### config.mk
export PLATFORM = sky130hd
export DESIGN_NAME = afd_alu_addr
export DESIGN_NICKNAME = d
export VERILOG_FILES = /design/src/logic/afd_pkg.sv /design/src/logic/afd_alu_addr.sv
export SDC_FILE = /design/constraint.sdc
export NUM_CORES = 1
export LEC_CHECK = 0
export BUFFER_PORTS_ARGS = -buffer_cell sky130_fd_sc_hd__buf_2
export CORE_ASPECT_RATIO = 1.1
export CORE_MARGIN = 2
export CORE_UTILIZATION = 35
export CTS_CLUSTER_DIAMETER = 200
export DETAILED_ROUTE_END_ITERATION = 12
export HOLD_SLACK_MARGIN = 0.02
export PLACE_DENSITY = 0.58
export SETUP_SLACK_MARGIN = 0.02
export SLEW_MARGIN = 20
export SYNTH_ARGS = -nofsm -noshare
export SYNTH_HDL_FRONTEND = slang
export SYNTH_SLANG_ARGS = --single-unit
### constraint.sdc
create_clock -name clock_i -period 11 [get_ports clock_i]
set_clock_uncertainty 0.05 [all_clocks]
set_input_delay 2.75 -clock clock_i [delete_from_list [all_inputs] [get_ports clock_i]]
set_output_delay 2.75 -clock clock_i [all_outputs]
set_load 0.01 [all_outputs]
### src/logic/afd_pkg.sv
// Shared types and constants for the ALU flag and data addressing block.
package afd_pkg;
   // ************************************************************
   // Widths
   // ************************************************************
   localparam int AXI_AW = 8;
   localparam int DATA_W = 32;
   localparam int STRB_W = 4;
   localparam int FLAGS_W = 5;
   localparam int BANK_W = 4;
   localparam int DADDR_W = 12; // Linear data address.
   localparam int PADDR_W = 20; // Program address of a jump.
   localparam int PTR_N = 3;
   // ************************************************************
   // Register offsets (byte addresses)
   // ************************************************************
   localparam logic [7:0] OFF_FLAGS = 8'h00;
   localparam logic [7:0] OFF_ACCUM = 8'h04;
   localparam logic [7:0] OFF_BANK = 8'h08;
   localparam logic [7:0] OFF_PTR0 = 8'h0C;
   localparam logic [7:0] PTR_STRIDE = 8'h04;
   localparam logic [7:0] OFF_FILEOP = 8'h18;
   localparam logic [7:0] OFF_LONG = 8'h1C;
   localparam logic [7:0] OFF_INSTR = 8'h20;
   localparam logic [7:0] OFF_RESULT = 8'h24;
   localparam logic [7:0] OFF_EADDR = 8'h28;
   localparam logic [7:0] OFF_CFG = 8'h2C;
   localparam logic [1:0] RESP_OKAY = 2'h0;
   localparam logic [1:0] RESP_SLVERR = 2'h2;
   // ************************************************************
   // Data address map
   // ************************************************************
   localparam logic [11:0] FLAGS_FILE_ADDR = 12'hFF0; // Flags register as a file.
   localparam logic [7:0] ACCESS_SPLIT = 8'h60;
   localparam logic [3:0] ACCESS_LO_BANK = 4'h0;
   localparam logic [3:0] ACCESS_HI_BANK = 4'hF;
   localparam logic [1:0] PTR_INDEXED = 2'h2;
   localparam logic [1:0] PTR_LAST = 2'h2;
   localparam logic [11:0] PTR_STEP = 12'h001;
   // ************************************************************
   // Types
   // ************************************************************
   typedef enum logic [3:0] {OP_ADD, OP_SUB, OP_AND, OP_IOR, OP_XOR, OP_MOVF,
      OP_CLEAR, OP_SWAP, OP_RLC, OP_RRC, OP_MOVW, OP_JUMP} afd_op_t;
   typedef enum logic [2:0] {MODE_INHERENT, MODE_LITERAL, MODE_DIRECT, MODE_FULL,
      MODE_INDIRECT} afd_mode_t;
   typedef enum logic [2:0] {IND_PLAIN, IND_POST_INCREMENT_OPERAND, IND_POST_DECREMENT_OPERAND, IND_PREINC,
      IND_ACCUMULATOR_OFFSET_OPERAND} afd_ind_t;
   typedef struct packed {
      logic [9:0] spare;
      logic [1:0] ptr;
      afd_ind_t ind;
      afd_mode_t mode;
      afd_op_t op;
      logic dest;
      logic acc;
      logic [7:0] addr;
   } afd_instr_t;
   typedef struct packed {
      logic neg;
      logic ovf;
      logic zero;
      logic nib;
      logic carry;
   } afd_flags_t;
   localparam afd_flags_t FLAGS_ALL = 5'h1F;
   localparam afd_flags_t FLAGS_ZN = 5'h14;
   localparam afd_flags_t FLAGS_Z = 5'h04;
   localparam afd_flags_t FLAGS_CZN = 5'h15;
   typedef struct packed {
      logic awvalid;
      logic [AXI_AW-1:0] awaddr;
      logic wvalid;
      logic [DATA_W-1:0] wdata;
      logic [STRB_W-1:0] wstrb;
      logic bready;
      logic arvalid;
      logic [AXI_AW-1:0] araddr;
      logic rready;
   } afd_axi_req_t;
   typedef struct packed {
      logic awready;
      logic wready;
      logic bvalid;
      logic [1:0] bresp;
      logic arready;
      logic rvalid;
      logic [DATA_W-1:0] rdata;
      logic [1:0] rresp;
   } afd_axi_rsp_t;
   typedef struct packed {
      logic we;
      logic [DADDR_W-1:0] addr;
      logic [7:0] wdata;
   } afd_mem_wr_t;
   typedef struct packed {
      logic load;
      logic [PADDR_W-1:0] target;
   } afd_prog_t;
   typedef struct packed {
      afd_axi_rsp_t rsp;
      logic aw_held;
      logic [AXI_AW-1:0] aw_addr;
      logic w_held;
      logic [DATA_W-1:0] w_data;
      logic [STRB_W-1:0] w_strb;
      afd_flags_t flags;
      logic [7:0] accum;
      logic [BANK_W-1:0] bank;
      logic [PTR_N-1:0][DADDR_W-1:0] ptr;
      logic [7:0] file_op;
      logic [PADDR_W-1:0] long_op;
      logic cfg_ext;
      logic [7:0] last_res;
      logic last_dest_file;
      logic [DADDR_W-1:0] last_addr;
      afd_mem_wr_t mem;
      afd_prog_t prog;
   } afd_state_t;
   localparam afd_state_t ST_RESET = '0;
endpackage

### src/logic/afd_alu_addr.sv
// ALU flag generation and data operand addressing behind an AXI4-Lite slave.
// Functional notes
// - Flags as destination: flag ops update flags, drop result; others write result to flags.
// - Clearing flags register sets only zero.
// - Negative flag copies result bit seven.
// - Overflow flag marks signed sign-bit change.
// - Zero flag marks all-zero result.
// - Nibble carry from low four bits.
// - Carry out of result MSB.
// - Subtract adds complement; carries mean no-borrow.
// - Rotates load carry from shifted-out bit.
// - Flags bits seven to five read zero.
// - Inherent, literal, direct, indirect, optional indexed.
// - Jump carries 20-bit target.
// - Direct operand address is instruction low byte.
// - Access bit one joins bank select.
// - Access bit zero uses access bank.
// - Full 12-bit address ignores bank select.
// - Destination bit picks file or accumulator.
// - No destination field: implied destination used.
// - Pointer pairs are directly writable registers.
// - Post-increment, post-decrement and pre-increment indirect operands adjust pointer automatically.
// - Pointer pair holds 12-bit address.
// - Post-decrement uses pointer, then decrements.
// - Pointer steps carry across pair, no flags.
`timescale 1ns/1ns
module afd_alu_addr
   import afd_pkg::*;
(
   input wire logic clock_i,
   input wire logic resetn_i,
   input wire afd_axi_req_t axi_i,
   output afd_axi_rsp_t axi_o,
   output afd_mem_wr_t mem_o,
   output afd_prog_t prog_o
);
   // ************************************************************
   // State and helpers
   // ************************************************************
   afd_state_t st; // All registered state.
   afd_state_t next_st; // Value for the next edge.
   afd_instr_t ins; // Instruction word being executed.
   logic exec; // Instruction register written this cycle.
   logic [1:0] ptr_idx; // Selected pointer pair.
   logic [DADDR_W-1:0] ptr_cur; // Pointer before the access.
   logic [DADDR_W-1:0] ptr_new; // Pointer after the access.
   logic [DADDR_W-1:0] eaddr; // Resolved data address.
   logic dest_file; // Result goes to a file, not the accumulator.
   logic [7:0] op_a; // First operand.
   logic [7:0] b_eff; // Accumulator, complemented for subtract.
   logic [8:0] sum9; // Adder with carry out.
   logic [4:0] nib5; // Low nibble adder.
   logic [7:0] alu_res; // Result byte.
   afd_flags_t alu_flags; // Flag outcome before masking.
   afd_flags_t flag_mask; // Flags that this operation touches.
   afd_flags_t flags_new; // Flags after the operation.
   logic [32:0] rv; // Hit bit and word of a register read.
   logic [DATA_W-1:0] wv; // Word after byte strobes.
   logic rd_flags_take; // Read of the flags register accepted.

   // Register read: bit 32 says the offset is mapped.
   function automatic logic [32:0] read_word(input afd_state_t s, input logic [7:0] a);
      logic [32:0] r;
      r = {1'b1, 32'h0000_0000};
      case (a)
         OFF_FLAGS: r[FLAGS_W-1:0] = s.flags;
         OFF_ACCUM: r[7:0] = s.accum;
         OFF_BANK: r[BANK_W-1:0] = s.bank;
         OFF_FILEOP: r[7:0] = s.file_op;
         OFF_LONG: r[PADDR_W-1:0] = s.long_op;
         OFF_INSTR: r[32] = 1'b1;
         OFF_RESULT: r[8:0] = {s.last_dest_file, s.last_res};
         OFF_EADDR: r[DADDR_W-1:0] = s.last_addr;
         OFF_CFG: r[0] = s.cfg_ext;
         default: r[32] = 1'b0;
      endcase
      // The pointer pairs sit in a row of words, one per pair.
      for (int k = 0; k < PTR_N; k++)
      begin
         if (a == 8'(OFF_PTR0 + PTR_STRIDE * k))
         begin
            r = {1'b1, 20'h00000, s.ptr[k]};
         end
      end
      return r;
   endfunction

   // ************************************************************
   // Next-state logic
   // ************************************************************
   // Everything is worked out from the held write, so that one
   // instruction changes flags, pointer and destination together.
   always_comb
   begin
      next_st = st;
      ins = afd_instr_t'(st.w_data);
      exec = st.aw_held && st.w_held && !st.rsp.bvalid && (st.aw_addr == OFF_INSTR);
      // Codes above the last pair fold onto it rather than alias a hole.
      ptr_idx = (ins.ptr > PTR_LAST) ? PTR_LAST : ins.ptr;
      ptr_cur = st.ptr[ptr_idx];
      ptr_new = ptr_cur;
      eaddr = 12'h000;
      dest_file = 1'b0;
      op_a = st.file_op;
      b_eff = st.accum;
      alu_res = 8'h00;
      alu_flags = st.flags;
      flag_mask = '0;
      rv = 33'h0_0000_0000;
      wv = 32'h0000_0000;
      rd_flags_take = st.rsp.arready && axi_i.arvalid && (axi_i.araddr == OFF_FLAGS);
      next_st.mem.we = 1'b0;
      next_st.prog.load = 1'b0;

      // Operand source and data address per addressing mode.
      unique case (ins.mode)
         MODE_INHERENT:
         begin
            op_a = st.accum;
         end
         MODE_LITERAL:
         begin
            op_a = ins.addr;
         end
         MODE_DIRECT:
         begin
            dest_file = ins.dest;
            // Indexed offset from the third pair only with the extended set.
            if (st.cfg_ext && !ins.acc && (ins.addr < ACCESS_SPLIT))
            begin
               eaddr = st.ptr[PTR_INDEXED] + {4'h0, ins.addr};
            end
            else if (ins.acc)
            begin
               eaddr = {st.bank, ins.addr};
            end
            else if (ins.addr >= ACCESS_SPLIT)
            begin
               eaddr = {ACCESS_HI_BANK, ins.addr};
            end
            else
            begin
               eaddr = {ACCESS_LO_BANK, ins.addr};
            end
         end
         MODE_FULL:
         begin
            dest_file = ins.dest;
            eaddr = st.long_op[DADDR_W-1:0];
         end
         MODE_INDIRECT:
         begin
            dest_file = ins.dest;
            // Pointer steps wrap over the whole 12-bit pair.
            unique case (ins.ind)
               IND_PLAIN: eaddr = ptr_cur;
               IND_POST_INCREMENT_OPERAND:
               begin
                  eaddr = ptr_cur;
                  ptr_new = ptr_cur + PTR_STEP;
               end
               IND_POST_DECREMENT_OPERAND:
               begin
                  eaddr = ptr_cur;
                  ptr_new = ptr_cur - PTR_STEP;
               end
               IND_PREINC:
               begin
                  ptr_new = ptr_cur + PTR_STEP;
                  eaddr = ptr_new;
               end
               IND_ACCUMULATOR_OFFSET_OPERAND: eaddr = ptr_cur + {{4{st.accum[7]}}, st.accum};
               default: eaddr = ptr_cur;
            endcase
         end
         default: op_a = st.accum;
      endcase

      // Subtract adds the complement plus one.
      if (ins.op == OP_SUB)
      begin
         b_eff = ~st.accum;
      end
      sum9 = {1'b0, op_a} + {1'b0, b_eff} + {8'h00, ins.op == OP_SUB};
      nib5 = {1'b0, op_a[3:0]} + {1'b0, b_eff[3:0]} + {4'h0, ins.op == OP_SUB};

      // Result and the set of flags each operation touches.
      unique case (ins.op)
         OP_ADD, OP_SUB:
         begin
            alu_res = sum9[7:0];
            flag_mask = FLAGS_ALL;
            alu_flags.carry = sum9[8];
            alu_flags.nib = nib5[4];
            alu_flags.ovf = (op_a[7] == b_eff[7]) && (sum9[7] != op_a[7]);
         end
         OP_AND:
         begin
            alu_res = op_a & st.accum;
            flag_mask = FLAGS_ZN;
         end
         OP_IOR:
         begin
            alu_res = op_a | st.accum;
            flag_mask = FLAGS_ZN;
         end
         OP_XOR:
         begin
            alu_res = op_a ^ st.accum;
            flag_mask = FLAGS_ZN;
         end
         OP_MOVF:
         begin
            alu_res = op_a;
            flag_mask = FLAGS_ZN;
         end
         OP_CLEAR:
         begin
            alu_res = 8'h00;
            flag_mask = FLAGS_Z;
         end
         OP_SWAP: alu_res = {op_a[3:0], op_a[7:4]};
         OP_RLC:
         begin
            alu_res = {op_a[6:0], st.flags.carry};
            alu_flags.carry = op_a[7];
            flag_mask = FLAGS_CZN;
         end
         OP_RRC:
         begin
            alu_res = {st.flags.carry, op_a[7:1]};
            alu_flags.carry = op_a[0];
            flag_mask = FLAGS_CZN;
         end
         OP_MOVW: alu_res = st.accum;
         OP_JUMP: alu_res = op_a;
         default: alu_res = op_a;
      endcase
      alu_flags.neg = alu_res[7];
      alu_flags.zero = (alu_res == 8'h00);
      flags_new = afd_flags_t'((alu_flags & flag_mask) | (st.flags & ~flag_mask));

      // Write channel: address and data are taken in either order.
      if (st.rsp.awready && axi_i.awvalid)
      begin
         next_st.aw_held = 1'b1;
         next_st.aw_addr = axi_i.awaddr;
      end
      if (st.rsp.wready && axi_i.wvalid)
      begin
         next_st.w_held = 1'b1;
         next_st.w_data = axi_i.wdata;
         next_st.w_strb = axi_i.wstrb;
      end
      if (st.rsp.bvalid && axi_i.bready)
      begin
         next_st.rsp.bvalid = 1'b0;
      end

      // Both halves held: perform the register write.
      if (st.aw_held && st.w_held && !st.rsp.bvalid)
      begin
         rv = read_word(st, st.aw_addr);
         wv = rv[31:0];
         for (int i = 0; i < STRB_W; i++)
         begin
            if (st.w_strb[i])
            begin
               wv[8*i +: 8] = st.w_data[8*i +: 8];
            end
         end
         next_st.aw_held = 1'b0;
         next_st.w_held = 1'b0;
         next_st.rsp.bvalid = 1'b1;
         next_st.rsp.bresp = rv[32] ? RESP_OKAY : RESP_SLVERR;
         case (st.aw_addr)
            OFF_FLAGS: next_st.flags = afd_flags_t'(wv[FLAGS_W-1:0]);
            OFF_ACCUM: next_st.accum = wv[7:0];
            OFF_BANK: next_st.bank = wv[BANK_W-1:0];
            OFF_FILEOP: next_st.file_op = wv[7:0];
            OFF_LONG: next_st.long_op = wv[PADDR_W-1:0];
            OFF_CFG: next_st.cfg_ext = wv[0];
            default: next_st.cfg_ext = st.cfg_ext;
         endcase
         for (int k = 0; k < PTR_N; k++)
         begin
            if (st.aw_addr == 8'(OFF_PTR0 + PTR_STRIDE * k))
            begin
               next_st.ptr[k] = wv[DADDR_W-1:0];
            end
         end
      end

      // Execute: all effects land on the same edge as the response.
      if (exec)
      begin
         next_st.last_res = alu_res;
         next_st.last_addr = eaddr;
         next_st.last_dest_file = dest_file;
         next_st.ptr[ptr_idx] = ptr_new;
         if (ins.op == OP_JUMP)
         begin
            next_st.prog.load = 1'b1;
            next_st.prog.target = st.long_op;
         end
         if (dest_file && (eaddr == FLAGS_FILE_ADDR))
         begin
            // A flag-touching result is dropped; others land as data.
            if (flag_mask != '0)
            begin
               next_st.flags = flags_new;
            end
            else
            begin
               next_st.flags = afd_flags_t'(alu_res[FLAGS_W-1:0]);
            end
         end
         else
         begin
            next_st.flags = flags_new;
            if (dest_file)
            begin
               next_st.mem.we = 1'b1;
               next_st.mem.addr = eaddr;
               next_st.mem.wdata = alu_res;
            end
            else if (ins.op != OP_JUMP)
            begin
               next_st.accum = alu_res;
            end
         end
      end
      next_st.rsp.awready = !next_st.aw_held && !next_st.rsp.bvalid;
      next_st.rsp.wready = !next_st.w_held && !next_st.rsp.bvalid;

      // Read channel: one read at a time, answered the next cycle.
      if (st.rsp.rvalid && axi_i.rready)
      begin
         next_st.rsp.rvalid = 1'b0;
      end
      if (st.rsp.arready && axi_i.arvalid)
      begin
         rv = read_word(st, axi_i.araddr);
         next_st.rsp.rvalid = 1'b1;
         next_st.rsp.rdata = rv[31:0];
         next_st.rsp.rresp = rv[32] ? RESP_OKAY : RESP_SLVERR;
      end
      next_st.rsp.arready = !next_st.rsp.rvalid;
   end

   // ************************************************************
   // State register
   // ************************************************************
   // Flags reset to zero; their power-up value is otherwise unknown.
   always_ff @(posedge clock_i or negedge resetn_i)
   begin
      if (!resetn_i)
      begin
         st <= ST_RESET;
      end
      else
      begin
         st <= next_st;
      end
   end

   assign axi_o = st.rsp;
   assign mem_o = st.mem;
   assign prog_o = st.prog;
endmodule

Word-level counts from Yosys, hierarchy flattened. Cells that the tools add are included.

Bits in registers: 232. Output and inout port bits: 83. Logic and storage cells: 228.

Add/sub/neg operators: 8. $lt $le $gt $ge: 5. Eq/ne operators: 47. Muxes and demuxes: 79. Bitwise logic cells: 9. Reduce and logical (&&, ||, !) cells: 44.

Operators by type and width (number): 33-bit two-way mux (8); 12-bit two-way mux (9); 82-bit two-way mux (1); 8-bit two-way mux (10); 8-bit one-hot mux with 9 select lines (1); 8-bit by 5-bit equality test with 1-bit output, second input constant (8); 8-bit by 6-bit equality test with 1-bit output, second input constant (8); 21-bit two-way mux (3); 12-bit one-hot mux with 2 select lines (2); 42-bit two-way mux (1); 3-bit one-hot mux with 7 select lines (2); 37-bit two-way mux (1); 36-bit bitwise mux (1); 36-bit two-way mux (1); 12-bit one-hot mux with 3 select lines (1); 35-bit two-way mux (1); 8-bit by 4-bit equality test with 1-bit output, second input constant (4); 3-bit one-hot mux with 5 select lines (2); 12-bit binary-select mux with 2-bit select (1); 12-bit demux with 2-bit select (1); 8-bit zero test (3); 20-bit two-way mux (1); 5-bit one-hot mux with 4 select lines (1); 9-bit OR reduction (2); other kinds (56) (119).

Logic depth before layout (Yosys ltp).
Word-level depth: 14. Mapped depth: 18. Depth with buffers taken out: 16.

Worst setup path after synthesis. Ideal clock, no wire load.

Path type: input port to flip-flop. Start: in axi_i[4] (netlist name). End: reg st, in the netlist axi_o[2]. Arrival: 4.521 ns. Slack: 6.347 ns. Stages on the path: 8. Cells stage by stage: clkbuf_1 nor3_1 nand2_1 nor4_1 a221oi_1 a221oi_1 a221oi_1 o21ai_0.

Cells in the longest elaborated chain, start to end: 6. Elaborated cells on any way between the ends: 16. Those cells by class: 10 x eq/ne; 5 x mux; 1 x reduce/logical.

RTL lines: start, declared (RTL line afd_alu_addr.sv:32) `input wire afd_axi_req_t axi_i,`; 8-bit by 6-bit equality test with 1-bit output, or another cell as far along (RTL line afd_alu_addr.sv:65) `case (a)`; 1-bit one-hot mux with 8 select lines (RTL line afd_alu_addr.sv:65); 33-bit two-way mux (2 in series) (RTL line afd_alu_addr.sv:80) `if (a == 8'(OFF_PTR0 + PTR_STRIDE * k))`; 33-bit two-way mux (*) (RTL line afd_alu_addr.sv:80); 33-bit two-way mux (*) (RTL line afd_alu_addr.sv:341) `if (st.rsp.arready && axi_i.arvalid)`; end signal, assigned (RTL line afd_alu_addr.sv:363) `st <= next_st;`; end, declared (RTL line afd_alu_addr.sv:40) `afd_state_t st;`.

Every way passes the cells marked *; elsewhere a longest branch is shown, timed or not. The select of a mux whose other input is x is not followed. A chain may end at the register's enable or synchronous reset.

Final worst setup path.
Start: reg st, in the netlist ins[20]. End: reg st[144] (netlist name).

Cells in the longest elaborated chain, start to end: 11. Elaborated cells on any way between the ends: 12. Those cells by class: 2 x add/sub; 1 x order compare; 1 x eq/ne; 7 x mux; 1 x reduce/logical.

RTL lines: 2-bit greater-than comparator (RTL line afd_alu_addr.sv:99) `ptr_idx = (ins.ptr > PTR_LAST) ? PTR_LAST : ins.ptr;`; 2-bit two-way mux (*) (RTL line afd_alu_addr.sv:99); 12-bit binary-select mux with 2-bit select (*) (RTL line afd_alu_addr.sv:100) `ptr_cur = st.ptr[ptr_idx];`; 12-bit two-way mux (implied by the code) (*) (RTL line afd_alu_addr.sv:100); 12-bit adder / 12-bit by 1-bit adder with 12-bit output (equally long branches) (RTL line afd_alu_addr.sv:172, afd_alu_addr.sv:169); 12-bit one-hot mux with 2 select lines (*) (RTL line afd_alu_addr.sv:155) `unique case (ins.ind)`; 12-bit one-hot mux with 3 select lines (*) (RTL line afd_alu_addr.sv:116) `unique case (ins.mode)`; 12-bit equality test (*) (RTL line afd_alu_addr.sv:306) `if (dest_file && (eaddr == FLAGS_FILE_ADDR))`; 1-bit logical AND (*) (RTL line afd_alu_addr.sv:306); 5-bit two-way mux (*) (RTL line afd_alu_addr.sv:306); 13-bit two-way mux (*) (RTL line afd_alu_addr.sv:295) `if (exec)`.

Marks and branches as above.

==> metrics.md <==
| Metric | Value |
|---|---|
| Final Setup Violations | `0` |
| I/O Buffers | `116` |
| Seq cells post-synth | `207` |
| 1st-iter DRT viols | `1568` |
| Number of global-route vias before repair | `13374` |
| CP max-delay cell | `nor4_4` |
| # fillers | `4373` |
| Wire per inst | `25.4 µm` |
| CP max FO | `17` |
| Cells along the critical path | `buf_4 > mux2i_1 > o21a_1 > inv_2 > ha_1 > a21oi_1 > nand2_1 > nor2_1 > xnor2_1 > a211oi_1 > o21ai_0 > nand4_1 > nor4_4 > mux2_2 > o21ai_1` |
| FMAX | `194 MHz` |
| Pins over their slew limit | `0` |
| Register area share after synthesis | `34.5%` |
| Row cnt | `79` |
| Synth async-reset ratio | `100%` |
| Setup TNS | `0 ps` |
| Pleak | `7.43 nW` |
| Max Buffers Root-to-Sink | `3` |
| Clock-pin slew on the worst setup and hold paths | `70 ps` |
| WS Path Type | `reg -> reg` |
| Fin nets | `1816` |
| CP startpoint kind | `register` |
| Remaining Overflow, GRT | `0` |
| RSZ-0062 raised after global routing | `false` |
| Avg Inst Size Synth | `8.82 µm²` |
| Gr busiest metal | `met2` |
| Ports | `142` |
| Setup crit end kind | `register` |
| Top-count cell post-synth | `nand2_1` |
| Clock H-tree levels | `1` |
| Antenna viol nets, final | `0` |
| Synth cell count leaders | `nand2_1 (212), dfrtp_1 (207), o21ai_0 (122)` |
| RD Place Congestion | `0.959` |
| Worst IR Drop VDD | `0.224 mV` |
| Relative slew slack | `20.7%` |
| Share of cells above drive strength 1 | `19.7%` |
| Largest net degree at the start of global routing | `88` |
| DPL Wire Length | `43000 µm` |
| HP Class | `reg -> reg` |
| Ys flop type | `dfrtp_1` |
| CTS Hold Bufs | `0` |
| EDFF count, synth | `0` |
| First-pass GRT wire length | `87100 µm` |
| Die footprint | `44600 µm²` |
| Grt met3 use | `3.20%` |
| Core ar. | `42300 µm²` |
| GRT Util Overall | `25.6%` |
| Min Clock Period, post-route | `5150 ps` |
| Area leader, netlist | `dfrtp_1` |
| Number of setup buffers added after CTS | `0` |
| Antenna violations before repair | `1` |
| Cell variety after synth | `108` |
| CTS root buf | `clkbuf_16` |
| Vias per std cell | `6.04` |
| PostCTS Resize Cnt | `0` |
| Starting Density | `35.5%` |
| CTS Buf Count | `26` |
| Worst Tran Pin Value | `1190 ps` |
| DR pass1 iterations | `7` |
| Final period util | `46.8%` |
| Drt total wl | `58400 µm` |
| Worst EP required | `11440 ps` |
| Met1 usage | `32.9%` |
| Clk sink count | `207` |
| Top post-synthesis cells by area | `dfrtp_1 (34%), mux2_2 (6.7%), nand2_1 (5.3%)` |
| Post-Syn Area | `15000 µm²` |
| Vias post-DR | `13869` |
| Number of synthesis warnings | `0` |
| PwrDens | `250 nW/µm²` |
| Area fraction of the dominant cell type after synthesis | `34.5%` |
| Slowest cell delay on critical path | `680 ps` |
| CP arrival | `5590 ps` |
| Final Hold Vio Count | `0` |
| Outcome | `finished clean` |
| Cells after Synth | `1703` |
| Max Cap Viol | `0` |
| Die height | `221 µm` |
| Total power | `0.00412 W` |
| Worst-Skew Late Latency | `570 ps` |
| Area grow syn2layout | `9.90%` |
| GR Util met2 | `41.9%` |
| TritonCTS clock tree | `yes` |
| Drt drc | `0` |
| Die Wd | `202 µm` |
-- registers in the layout (all words and copies together) (netlist names) --
signal  flops
axi_o      27
prog_o     21
ins        22
st        116
mem_o      21
-- layer usage --
layer / share of wire (%) / vias up
li1: - / 6219
met3: 6.2 / 156
met2: 47 / 631
met5: 0 / -
met1: 41 / 6863
met4: 6.1 / 0
-- metrics by stage --
step / setup slack [ps] / area [µm²] / instances / utilization (%) / hold slack [ps]
floorplan: 6350 / 15100 / 1716 / - / 382
global placement: 5710 / 15600 / 2250 / 36.9 / 399
detailed placement: 5710 / 15600 / 2250 / 36.9 / 407
CTS: 5900 / 16500 / 2297 / 39.0 / 415
global route: 5560 / 16500 / 2297 / 39.0 / 443
finish: 5850 / 16500 / 2298 / 39.0 / 414
-- worst max-delay path, delay by kind of cell (launching register included) --
kind                     cells  cell delay (ps)
AO/OA/AOI/OAI                5             1510
flip-flops                   1              320
adder cells (fa/ha/maj)      1              400
buffers and inverters        2              480
XOR/XNOR                     1              150
multiplexers                 2              680
AND/OR/NAND/NOR              4             1430
-- kinds of logic after synthesis --
logic type               Yosys count  share of synthesized area (%)
XOR/XNOR                          39                           2.27
AO/OA/AOI/OAI                    494                           22.1
flip-flops                       207                           34.5
other                              1                         0.0250
AND/OR/NAND/NOR                  532                           17.7
adder cells (fa/ha/maj)           47                           4.00
buffers and inverters            232                           8.25
multiplexers                     151                           11.2
-- final timing paths --
path,startpoint,end,slack [ps],cells after the start
max,ins[20],st[144],5850,15
min,st[181],axi_o[39],410,1
max reg2reg,ins[20],st[144],5850,15
min reg2reg,st[181],axi_o[39],410,1
max in group asynchronous,resetn_i,ins[12],7430,2
min in group asynchronous,resetn_i,axi_o[20],2150,1
-- layout by cell type (no fill, tap or decap), types with 15 or more instances in the layout --
| cell | n |
|---|---|
| o21ai_0 | 122 |
| or3_1 | 15 |
| xnor2_1 | 25 |
| nor3_1 | 38 |
| inv_1 | 46 |
| nor2b_1 | 16 |
| a21oi_1 | 104 |
| clkbuf_16 | 26 |
| a22oi_1 | 38 |
| nand2_1 | 211 |
| o21a_1 | 15 |
| buf_2 | 115 |
| dfrtp_1 | 207 |
| a211oi_1 | 21 |
| buf_4 | 32 |
| o22ai_1 | 24 |
| mux2_2 | 90 |
| a222oi_1 | 17 |
| nand2b_1 | 18 |
| mux2i_1 | 51 |
| ha_1 | 44 |
| nor2_1 | 94 |
| nand3_1 | 40 |
| a221oi_1 | 23 |
-- power breakdown --
part           internal [W]  switching [W]  total (W)
clock network      0.000532       0.000371   0.000903
logic              0.000695        0.00131    0.00201
registers          0.000890       0.000317    0.00121
-- layout make-up --
cell class	count	area [µm²]	share of cell area, %
Timing Repair Buffer	148	831	5.03
Antenna cell	1	2.50	0.0152
Tap cell	567	709	4.30
Clock inverter	16	181	1.10
Inverter	51	194	1.17
Multi-Input combinational cell	1277	8700	52.7
Sequential cell	207	5180	31.4
Clock buffer	31	709	4.30
Note: power is estimated with default switching activity, not from simulation.
